[src/pdsr_defs.svh]
// constants for the phy diagnostic and status register bank
`ifndef PDSR_DEFS_SVH
`define PDSR_DEFS_SVH

// ============================================================
// register offsets on the management bus
`define PDSR_REG_EVT 5'h1b
`define PDSR_REG_CBL 5'h1d
`define PDSR_REG_CTL1 5'h1e

// ============================================================
// field positions
`define PDSR_EVT_LPACK_BIT 3
`define PDSR_EVT_LDOWN_BIT 2
`define PDSR_EVT_RFAULT_BIT 1
`define PDSR_EVT_LUP_BIT 0
`define PDSR_EN_LSB 8
`define PDSR_EN_MSB 11
`define PDSR_CBL_START_BIT 15
`define PDSR_LED_MODE_LSB 14
`define PDSR_LED_MODE_MSB 15
`define PDSR_LOOPBACK_BIT 7

// ============================================================
// reset values and codes
`define PDSR_EVT_RST 4'h0
`define PDSR_EN_RST 4'h0
`define PDSR_CBL_RES_RST 2'h0
`define PDSR_CBL_DIST_RST 9'h000
`define PDSR_LED_MODE_RST 2'h0
`define PDSR_LED_SPEED_LINKACT 2'h0
`define PDSR_LED_ACT_LINK 2'h1

// ============================================================
// management frame timing, counted in management clock bits, and frame opcodes
`define PDSR_PRE_LEN 6'h20
`define PDSR_HDR_LAST 6'h0b
`define PDSR_RD_LAST 6'h10
`define PDSR_WR_LAST 6'h11
`define PDSR_OP_RD 2'h2
`define PDSR_OP_WR 2'h1

`endif

[src/pdsr_pkg.sv]
// types shared by the phy diagnostic and status register bank
package pdsr_pkg;

    // ============================================================
    // serial management frame states
    typedef enum logic [2:0] {
        PDSR_IDLE,
        PDSR_START,
        PDSR_HDR,
        PDSR_LATCH,
        PDSR_TA,
        PDSR_RDATA,
        PDSR_WDATA
    } pdsr_mdio_state_e;

    // ============================================================
    // live status from the line side
    typedef struct packed {
        logic link_ok;
        logic lp_ack;
        logic remote_fault;
        logic cable_done;
        logic [1:0] cable_result;
        logic [8:0] cable_dist;
        logic polarity_rev;
        logic far_end_fault;
        logic fiber_mode;
        logic crossover;
        logic speed100;
        logic activity;
    } pdsr_phy_stat_s;

    // register access decoded from a management frame
    typedef struct packed {
        logic wr;
        logic rd;
        logic [4:0] addr;
        logic [15:0] wdata;
    } pdsr_reg_req_s;

endpackage : pdsr_pkg

[src/pdsr_mdio_slave.sv]
// serial management frame engine for the register bank
`include "pdsr_defs.svh"

module pdsr_mdio_slave #(
    parameter logic [4:0] PHY_ADDR = 5'h01
) (
    input wire logic mclk,
    input wire logic rst,
    input wire logic mdc_s,
    input wire logic mdio_s,
    input wire logic [15:0] rd_data,
    output pdsr_pkg::pdsr_reg_req_s req,
    output logic mdio_out,
    output logic mdio_oe_n
);

    pdsr_pkg::pdsr_mdio_state_e state_r, state_nxt;
    pdsr_pkg::pdsr_reg_req_s req_r, req_nxt;
    logic [5:0] cnt_r, cnt_nxt;
    logic [15:0] shift_r, shift_nxt;
    logic mdc_d_r, op_rd_r, op_rd_nxt, out_r, out_nxt, oe_n_r, oe_n_nxt;
    logic rise;
    logic [11:0] hdr;

    // ============================================================
    // frame decode; preamble of 32 ones is required before every frame
    always_comb begin
        rise = mdc_s & ~mdc_d_r;
        hdr = {shift_r[10:0], mdio_s};
        state_nxt = state_r;
        req_nxt = req_r;
        req_nxt.wr = 1'b0;
        req_nxt.rd = 1'b0;
        cnt_nxt = cnt_r;
        shift_nxt = shift_r;
        op_rd_nxt = op_rd_r;
        out_nxt = out_r;
        oe_n_nxt = oe_n_r;
        unique case (state_r)
            pdsr_pkg::PDSR_IDLE: begin
                if (rise) begin
                    if (mdio_s) begin
                        cnt_nxt = (cnt_r == `PDSR_PRE_LEN) ? cnt_r : cnt_r + 6'h01;
                    end else begin
                        if (cnt_r == `PDSR_PRE_LEN) begin
                            state_nxt = pdsr_pkg::PDSR_START;
                        end
                        cnt_nxt = 6'h00;
                    end
                end
            end
            pdsr_pkg::PDSR_START: begin
                if (rise) begin
                    state_nxt = mdio_s ? pdsr_pkg::PDSR_HDR : pdsr_pkg::PDSR_IDLE;
                    cnt_nxt = 6'h00;
                end
            end
            pdsr_pkg::PDSR_HDR: begin
                if (rise) begin
                    shift_nxt = {shift_r[14:0], mdio_s};
                    cnt_nxt = cnt_r + 6'h01;
                    if (cnt_r == `PDSR_HDR_LAST) begin
                        cnt_nxt = 6'h00;
                        // frames for another address are left alone
                        if (hdr[9:5] == PHY_ADDR && (hdr[11:10] == `PDSR_OP_RD || hdr[11:10] == `PDSR_OP_WR)) begin
                            state_nxt = pdsr_pkg::PDSR_LATCH;
                            req_nxt.addr = hdr[4:0];
                            op_rd_nxt = (hdr[11:10] == `PDSR_OP_RD);
                        end else begin
                            state_nxt = pdsr_pkg::PDSR_IDLE;
                        end
                    end
                end
            end
            pdsr_pkg::PDSR_LATCH: begin
                // the read value travels with the strobe so that only bits seen are cleared
                if (op_rd_r) begin
                    shift_nxt = rd_data;
                    req_nxt.rd = 1'b1;
                    req_nxt.wdata = rd_data;
                    state_nxt = pdsr_pkg::PDSR_TA;
                end else begin
                    state_nxt = pdsr_pkg::PDSR_WDATA;
                end
            end
            pdsr_pkg::PDSR_TA: begin
                if (rise) begin
                    out_nxt = 1'b0;
                    oe_n_nxt = 1'b0;
                    state_nxt = pdsr_pkg::PDSR_RDATA;
                end
            end
            pdsr_pkg::PDSR_RDATA: begin
                if (rise) begin
                    if (cnt_r == `PDSR_RD_LAST) begin
                        out_nxt = 1'b0;
                        oe_n_nxt = 1'b1;
                        cnt_nxt = 6'h00;
                        state_nxt = pdsr_pkg::PDSR_IDLE;
                    end else begin
                        out_nxt = shift_r[15];
                        shift_nxt = {shift_r[14:0], 1'b0};
                        cnt_nxt = cnt_r + 6'h01;
                    end
                end
            end
            pdsr_pkg::PDSR_WDATA: begin
                if (rise) begin
                    shift_nxt = {shift_r[14:0], mdio_s};
                    cnt_nxt = cnt_r + 6'h01;
                    if (cnt_r == `PDSR_WR_LAST) begin
                        req_nxt.wr = 1'b1;
                        req_nxt.wdata = {shift_r[14:0], mdio_s};
                        cnt_nxt = 6'h00;
                        state_nxt = pdsr_pkg::PDSR_IDLE;
                    end
                end
            end
        endcase
    end

    always_ff @(posedge mclk or posedge rst) begin
        if (rst) begin
            state_r <= pdsr_pkg::PDSR_IDLE;
            req_r <= '0;
            cnt_r <= 6'h00;
            shift_r <= 16'h0000;
            mdc_d_r <= 1'b0;
            op_rd_r <= 1'b0;
            out_r <= 1'b0;
            oe_n_r <= 1'b1;
        end else begin
            state_r <= state_nxt;
            req_r <= req_nxt;
            cnt_r <= cnt_nxt;
            shift_r <= shift_nxt;
            mdc_d_r <= mdc_s;
            op_rd_r <= op_rd_nxt;
            out_r <= out_nxt;
            oe_n_r <= oe_n_nxt;
        end
    end

    assign req = req_r;
    assign mdio_out = out_r;
    assign mdio_oe_n = oe_n_r;
endmodule : pdsr_mdio_slave

[src/pdsr_regs.sv]
// phy diagnostic and status register bank behind the serial management bus
// ============================================================
// Summary of operation
// - link partner acknowledge sets event bit 3; zero otherwise and after reset.
// - link dropping sets event bit 2; zero otherwise and after reset.
// - remote fault sets event bit 1; zero otherwise and after reset.
// - link coming up sets event bit 0; zero otherwise and after reset.
// - enable bits 11:8 pass matching events to the interrupt output.
// - writing one to cable test bit 15 starts the test; resets to zero.
// - start bit self-clears at test end; zero means result and distance valid.
// - result bits 14:13: normal, open, short, failed; read-only, reset zero.
// - nine-bit read-only fault distance in bits 8:0, about 0.4 m per count.
// - led mode bits 15:14 choose what the two indicator outputs show.
// - read-only bit 13 shows reversed receive polarity.
// - read-only bit 12 flags far-end fault, in fiber operation only.
// - read-only bit 11 shows straight-through zero or crossover one.
// - read-write bit 7 selects remote analog loopback; zero is normal.
`include "pdsr_defs.svh"

module pdsr_regs #(
    parameter logic [4:0] PHY_ADDR = 5'h01
) (
    input wire logic mclk,
    input wire logic rst,
    input wire logic mdc,
    input wire logic mdio_in,
    input pdsr_pkg::pdsr_phy_stat_s stat,
    output logic mdio_out,
    output logic mdio_oe_n,
    output logic indicator_out_a,
    output logic indicator_out_b,
    output logic intr_out,
    output logic cable_test_start,
    output logic remote_loopback
);

    localparam int SW = $bits(pdsr_pkg::pdsr_phy_stat_s) + 2;

    // ============================================================
    // synchronisers; multi-bit cable results must be stable before done rises
    logic [SW-1:0] raw, s1_r, s2_r;
    assign raw = {mdc, mdio_in, stat};

    genvar gi;
    generate
        for (gi = 0; gi < SW; gi++) begin : g_sync
            always_ff @(posedge mclk or posedge rst) begin
                if (rst) begin
                    s1_r[gi] <= 1'b0;
                    s2_r[gi] <= 1'b0;
                end else begin
                    s1_r[gi] <= raw[gi];
                    s2_r[gi] <= s1_r[gi];
                end
            end
        end
    endgenerate

    pdsr_pkg::pdsr_phy_stat_s st_s, prev_r;
    assign st_s = pdsr_pkg::pdsr_phy_stat_s'(s2_r[SW-3:0]);

    // ============================================================
    // management frame engine
    pdsr_pkg::pdsr_reg_req_s req;
    logic [15:0] rd_data;

    pdsr_mdio_slave #(
        .PHY_ADDR(PHY_ADDR)
    ) u_mdio (
        .mclk(mclk),
        .rst(rst),
        .mdc_s(s2_r[SW-1]),
        .mdio_s(s2_r[SW-2]),
        .rd_data(rd_data),
        .req(req),
        .mdio_out(mdio_out),
        .mdio_oe_n(mdio_oe_n)
    );

    // ============================================================
    // register state
    logic [3:0] evt_r, evt_nxt, en_r, en_nxt, set, clr;
    logic cbl_start_r, cbl_start_nxt, loop_r, loop_nxt, led_a_r, led_a_nxt, led_b_r, led_b_nxt, intr_r, intr_nxt;
    logic [1:0] cbl_res_r, cbl_res_nxt, led_mode_r, led_mode_nxt;
    logic [8:0] cbl_dist_r, cbl_dist_nxt;
    logic fef, cbl_done_rise, wr_evt, wr_cbl, wr_ctl;
    logic [2:0] arm_r, arm_nxt;
    logic armed;

    always_comb begin
        fef = st_s.fiber_mode & st_s.far_end_fault;
        wr_evt = req.wr && req.addr == `PDSR_REG_EVT;
        wr_cbl = req.wr && req.addr == `PDSR_REG_CBL;
        wr_ctl = req.wr && req.addr == `PDSR_REG_CTL1;
        unique case (req.addr)
            `PDSR_REG_EVT: rd_data = {4'h0, en_r, 4'h0, evt_r};
            `PDSR_REG_CBL: rd_data = {cbl_start_r, cbl_res_r, 4'h0, cbl_dist_r};
            `PDSR_REG_CTL1: rd_data = {led_mode_r, st_s.polarity_rev, fef, st_s.crossover, 3'h0, loop_r, 7'h00};
            default: rd_data = 16'h0000;
        endcase
        // edges wait until both sync stages and prev_r hold pin levels, else a level present at reset reads as an event
        arm_nxt = {arm_r[1:0], 1'b1};
        armed = arm_r[2];
        set[`PDSR_EVT_LPACK_BIT] = armed & st_s.lp_ack & ~prev_r.lp_ack;
        set[`PDSR_EVT_LDOWN_BIT] = armed & ~st_s.link_ok & prev_r.link_ok;
        set[`PDSR_EVT_RFAULT_BIT] = armed & st_s.remote_fault & ~prev_r.remote_fault;
        set[`PDSR_EVT_LUP_BIT] = armed & st_s.link_ok & ~prev_r.link_ok;
        // only the bits returned by the read are cleared, and a new event wins
        clr = (req.rd && req.addr == `PDSR_REG_EVT) ? req.wdata[3:0] : 4'h0;
        evt_nxt = (evt_r & ~clr) | set;
        en_nxt = wr_evt ? req.wdata[`PDSR_EN_MSB:`PDSR_EN_LSB] : en_r;
        intr_nxt = |(evt_nxt & en_nxt);
        cbl_done_rise = armed & st_s.cable_done & ~prev_r.cable_done;
        cbl_start_nxt = cbl_start_r;
        cbl_res_nxt = cbl_res_r;
        cbl_dist_nxt = cbl_dist_r;
        if (cbl_start_r && cbl_done_rise) begin
            cbl_start_nxt = 1'b0;
            cbl_res_nxt = st_s.cable_result;
            cbl_dist_nxt = st_s.cable_dist;
        end
        // a running test cannot be aborted; writing zero has no effect
        if (wr_cbl && req.wdata[`PDSR_CBL_START_BIT]) begin
            cbl_start_nxt = 1'b1;
        end
        led_mode_nxt = wr_ctl ? req.wdata[`PDSR_LED_MODE_MSB:`PDSR_LED_MODE_LSB] : led_mode_r;
        loop_nxt = wr_ctl ? req.wdata[`PDSR_LOOPBACK_BIT] : loop_r;
        // reserved modes keep both indicators dark
        unique case (led_mode_r)
            `PDSR_LED_SPEED_LINKACT: begin
                led_b_nxt = st_s.speed100;
                led_a_nxt = st_s.link_ok & ~st_s.activity;
            end
            `PDSR_LED_ACT_LINK: begin
                led_b_nxt = st_s.activity;
                led_a_nxt = st_s.link_ok;
            end
            default: begin
                led_b_nxt = 1'b0;
                led_a_nxt = 1'b0;
            end
        endcase
    end

    always_ff @(posedge mclk or posedge rst) begin
        if (rst) begin
            prev_r <= '0;
            arm_r <= 3'h0;
            evt_r <= `PDSR_EVT_RST;
            en_r <= `PDSR_EN_RST;
            intr_r <= 1'b0;
            cbl_start_r <= 1'b0;
            cbl_res_r <= `PDSR_CBL_RES_RST;
            cbl_dist_r <= `PDSR_CBL_DIST_RST;
            led_mode_r <= `PDSR_LED_MODE_RST;
            loop_r <= 1'b0;
            led_a_r <= 1'b0;
            led_b_r <= 1'b0;
        end else begin
            prev_r <= st_s;
            arm_r <= arm_nxt;
            evt_r <= evt_nxt;
            en_r <= en_nxt;
            intr_r <= intr_nxt;
            cbl_start_r <= cbl_start_nxt;
            cbl_res_r <= cbl_res_nxt;
            cbl_dist_r <= cbl_dist_nxt;
            led_mode_r <= led_mode_nxt;
            loop_r <= loop_nxt;
            led_a_r <= led_a_nxt;
            led_b_r <= led_b_nxt;
        end
    end

    assign indicator_out_a = led_a_r;
    assign indicator_out_b = led_b_r;
    assign intr_out = intr_r;
    assign cable_test_start = cbl_start_r;
    assign remote_loopback = loop_r;
endmodule : pdsr_regs

[config.mk]
export PLATFORM = sky130hd
export DESIGN_NAME = pdsr_regs
export DESIGN_NICKNAME = d
export VERILOG_FILES = /design/src/pdsr_pkg.sv /design/src/pdsr_mdio_slave.sv /design/src/pdsr_regs.sv
export VERILOG_INCLUDE_DIRS = /design/src
export SDC_FILE = /design/constraint.sdc
export NUM_CORES = 1
export LEC_CHECK = 0
export ABC_CLOCK_PERIOD_IN_PS = 4900
export BUFFER_PORTS_ARGS = -buffer_cell sky130_fd_sc_hd__buf_4
export CORE_UTILIZATION = 60
export CTS_CLUSTER_SIZE = 8
export DETAILED_ROUTE_END_ITERATION = 8
export PLACE_DENSITY = 0.79
export SYNTH_ARGS = -nofsm -noshare
export SYNTH_HDL_FRONTEND = slang
export SYNTH_SLANG_ARGS = --single-unit
[constraint.sdc]
create_clock -name mclk -period 4.9 [get_ports mclk]
set_input_delay 0.245 -clock mclk [delete_from_list [all_inputs] [get_ports mclk]]
set_output_delay 0.245 -clock mclk [all_outputs]
set_load 0.005 [all_outputs]
==> impl_results.md <==
- Fin crit period: 2710 ps
- Vert. Die Dim: 93.1 um
- Remaining DRCs: 0
- Largest area contributor in the netlist: dfrtp_1
- R2R Path Start: u_mdio.state_r[1]
- Vias per cell: 6.02
- Critical path required time: 5300 ps
- Kind of critical path: flip-flop to flip-flop
- CTS buffer count: 17
- Core ar.: 7890 um2
- Clock root buffer: clkbuf_8
- Starting density of the core: 0.631
- Synth Instances: 396
- Mapped Nets: 430
- Post-synth design cell area: 4980 um2
- Max incr delay on CP: 610 ps
- Commonest non-fill, non-tap cell in the layout: dfrtp_1
- Unrepaired setup endpoints after global routing: no
- Largest net degree at the start of global routing: 66
- Yosys top cell area share: 0.629
- Fin util: 0.768
- # fillers: 472
- Chip Width: 93.1 um
- Number of gates resized after cts: 0
- Max-slew violations: 0
- First-pass GRT wire length: 17800 um
- Layout cells sized above 1: 0.235
- Flop2flop setup slack: 2190 ps
- Cells on Worst Hold Path: 0
- Most frequent cells in the layout: 125 x dfrtp_1, 34 x mux2_2, 33 x buf_4, 29 x nor2_1, 28 x nand2_1
- Setup crit start: u_mdio.state_r[1]
- CP cell instances: inv_1 > ha_1 > a21o_1 > mux2i_1 > a211oi_2 > buf_4 > mux2_2
- Routed length per instance: 18.9 um
- Finished Cell Area: 6060 um2
- Final count of hold timing violations: 0
- CTS tree: yes
- Die ar.: 8660 um2
- Diodes inserted: 0
- GRT Util Overall: 0.281
- Maximum VDD drop: 0.000290 V
- Setup TNS: 0 ps
- Initial antenna violation count: 0
- RR Endpoint: u_mdio.shift_r[11]
- CP endpoint kind: flip-flop
- # port buffers: 31
- Clock buffer depth: 2
- Via count: 3435
- Sequential area share after synthesis: 0.634
- Relative slew slack: 0.242
- Power density of the placed cells: 380 nW/um2
- Gpl congestion: 0.840
- Clk_skew: 5.25 ps
- I/O pins: 32
- Global route overflow: 0
- Clk slew on worst S/H paths: 60 ps
- Vias in the first global route: 3555
- Htree depth: 4
- Iter 0 DRT Violations: 234
- Largest cells by area after synthesis: dfrtp_1 63%, mux2_2 7.7%, ha_1 2.3%
- Max Clock Freq: 0.368 GHz
- Synth unique cells: 51
- Cell depth of the worst flop-to-flop path: 7
- Maximum Capacitance Violations: 0
- Status: finished clean
- Least-Margin Pin Slew: 1130 ps
- Worst path slowest cell: a21o_1
- Post-synth EDFFs: 0
- Remaining antenna violation count: 0
- Critical path fanouts, max: 24
- Dpl hpwl: 6400 um
- Worst Path Arrival: 3110 ps
- Static Leak: 2.81 nW
- Clock Sinks: 126
- Rows: 32
- Share of flip-flops with an asynchronous set or reset: 1.00
- Post-DP Area: 5290 um2
- Place WS: 2290 ps
- Largest delay share family, worst path: compound AO/OA/AOI/OAI gates
- Syn avg cell area: 12.6 um2
- Final worst slack: 2190 ps
- Warnings, synthesis: 0
- Top_reg_cell synth: dfrtp_1
- Clk_lat worst skew: 520 ps
- WL final: 10800 um
- Buf/Inv on CP: 2
- Final Power: 0.00230 W
- First drt pass iteration count: 5
- Critical Path End: u_mdio.shift_r[11]
- Part of the cycle the worst path needs: 0.554
- Area growth syn-to-layout: 21.7%
- Final #Nets: 491
- FF+latch count, synth: 126
- HP Class: flip-flop to flip-flop
- # setup viols final: 0
- Cell count along the critical path: 7
- Worst setup SP type: flip-flop
[report_power, final]
group / internal [W] / switching (W)
Clock: 0.000627 / 0.000488
Sequential: 0.00107 / 0.0000239
Combinational: 0.0000454 / 0.0000464
Total: 0.00174 / 0.000558
[flip-flops by register name (all words and copies together), names as in the netlist, 2 cells and up]
name,flops
cbl_dist_r,9
en_r,4
u_mdio.cnt_r,6
evt_r,4
prev_r,4
arm_r,3
s1_r,23
led_mode_r,2
cbl_res_r,2
u_mdio.req,18
u_mdio.state_r,3
s2_r,23
u_mdio.shift_r,16
[how the worst min path moves through the flow]
stage / slack [ps] / to / from
2_1_floorplan: 280 / s1_r[0] / stat[0]
3_3_place_gp: 330 / s2_r[22] / s1_r[22]
3_5_place_dp: 330 / s2_r[0] / s1_r[0]
4_1_cts: 350 / s2_r[8] / s1_r[8]
5_1_grt: 350 / s2_r[6] / s1_r[6]
6_report: 350 / s2_r[8] / s1_r[8]
[Yosys cell counts, types with 2 or more instances]
library cell	number
a2111oi_0	3
a211oi_1	9
a21boi_0	4
a21o_1	11
a21oi_1	8
a22oi_1	10
a311o_1	3
a31o_2	2
a31oi_1	6
a32o_1	2
and2_1	2
buf_2	4
clkbuf_1	10
dfrtp_1	125
ha_1	9
inv_1	12
mux2_1	2
mux2_2	34
mux2i_1	4
nand2_1	28
nand2b_1	3
nand3_1	11
nand4_1	4
nor2_1	29
nor2b_1	5
nor3_1	4
nor3b_1	4
nor4b_1	2
o21ai_0	18
o31a_1	2
o31ai_1	5
or2_2	2
[what timing repair did]
action / 4_1_cts / 5_1_grt
buffers inserted: 0 / 0
endpoints found under the hold margin: 83 / 0
hold buffers: 24 / 0
[metal layers]
metal | part of all wire | vias to the layer above | GRT usage
li1 | - | 1542 | -
met3 | 0.058 | 23 | 0.0724
met4 | 0.020 | 0 | 0.118
met2 | 0.52 | 125 | 0.454
met1 | 0.41 | 1745 | 0.363
met5 | 0 | - | 0
[logic make-up after synthesis]
kind of cell | Yosys count | synth area share
DFF | 126 | 0.634
and+or+nand+nor | 101 | 0.0983
AOI/OAI and AO/OA | 91 | 0.130
muxes | 40 | 0.0895
buffers and inverters | 27 | 0.0229
adders and majority gates | 9 | 0.0226
other | 1 | 0.000754
xor gates and xnor gates | 1 | 0.00176
[cell type report]
cell class,instances,area [um2],share of cell area
Timing Repair Buffer,57,488,0.0806
Multi-Input combinational cell,243,1710,0.283
Tap cell,102,128,0.0211
Clock buffer,17,414,0.0684
Sequential cell,126,3150,0.521
Inverter,12,47.5,0.00785
Clock inverter,14,113,0.0186
[metrics by stage]
| stage | instances | hold slack (ps) |
|---|---|---|
| after detailed placement | 516 | 335 |
| after global placement | 516 | 331 |
| after CTS | 571 | 347 |
| after global routing | 571 | 352 |
| final | 571 | 346 |
| after floorplan | 396 | 276 |
Note: power is estimated with default switching activity, not from simulation.
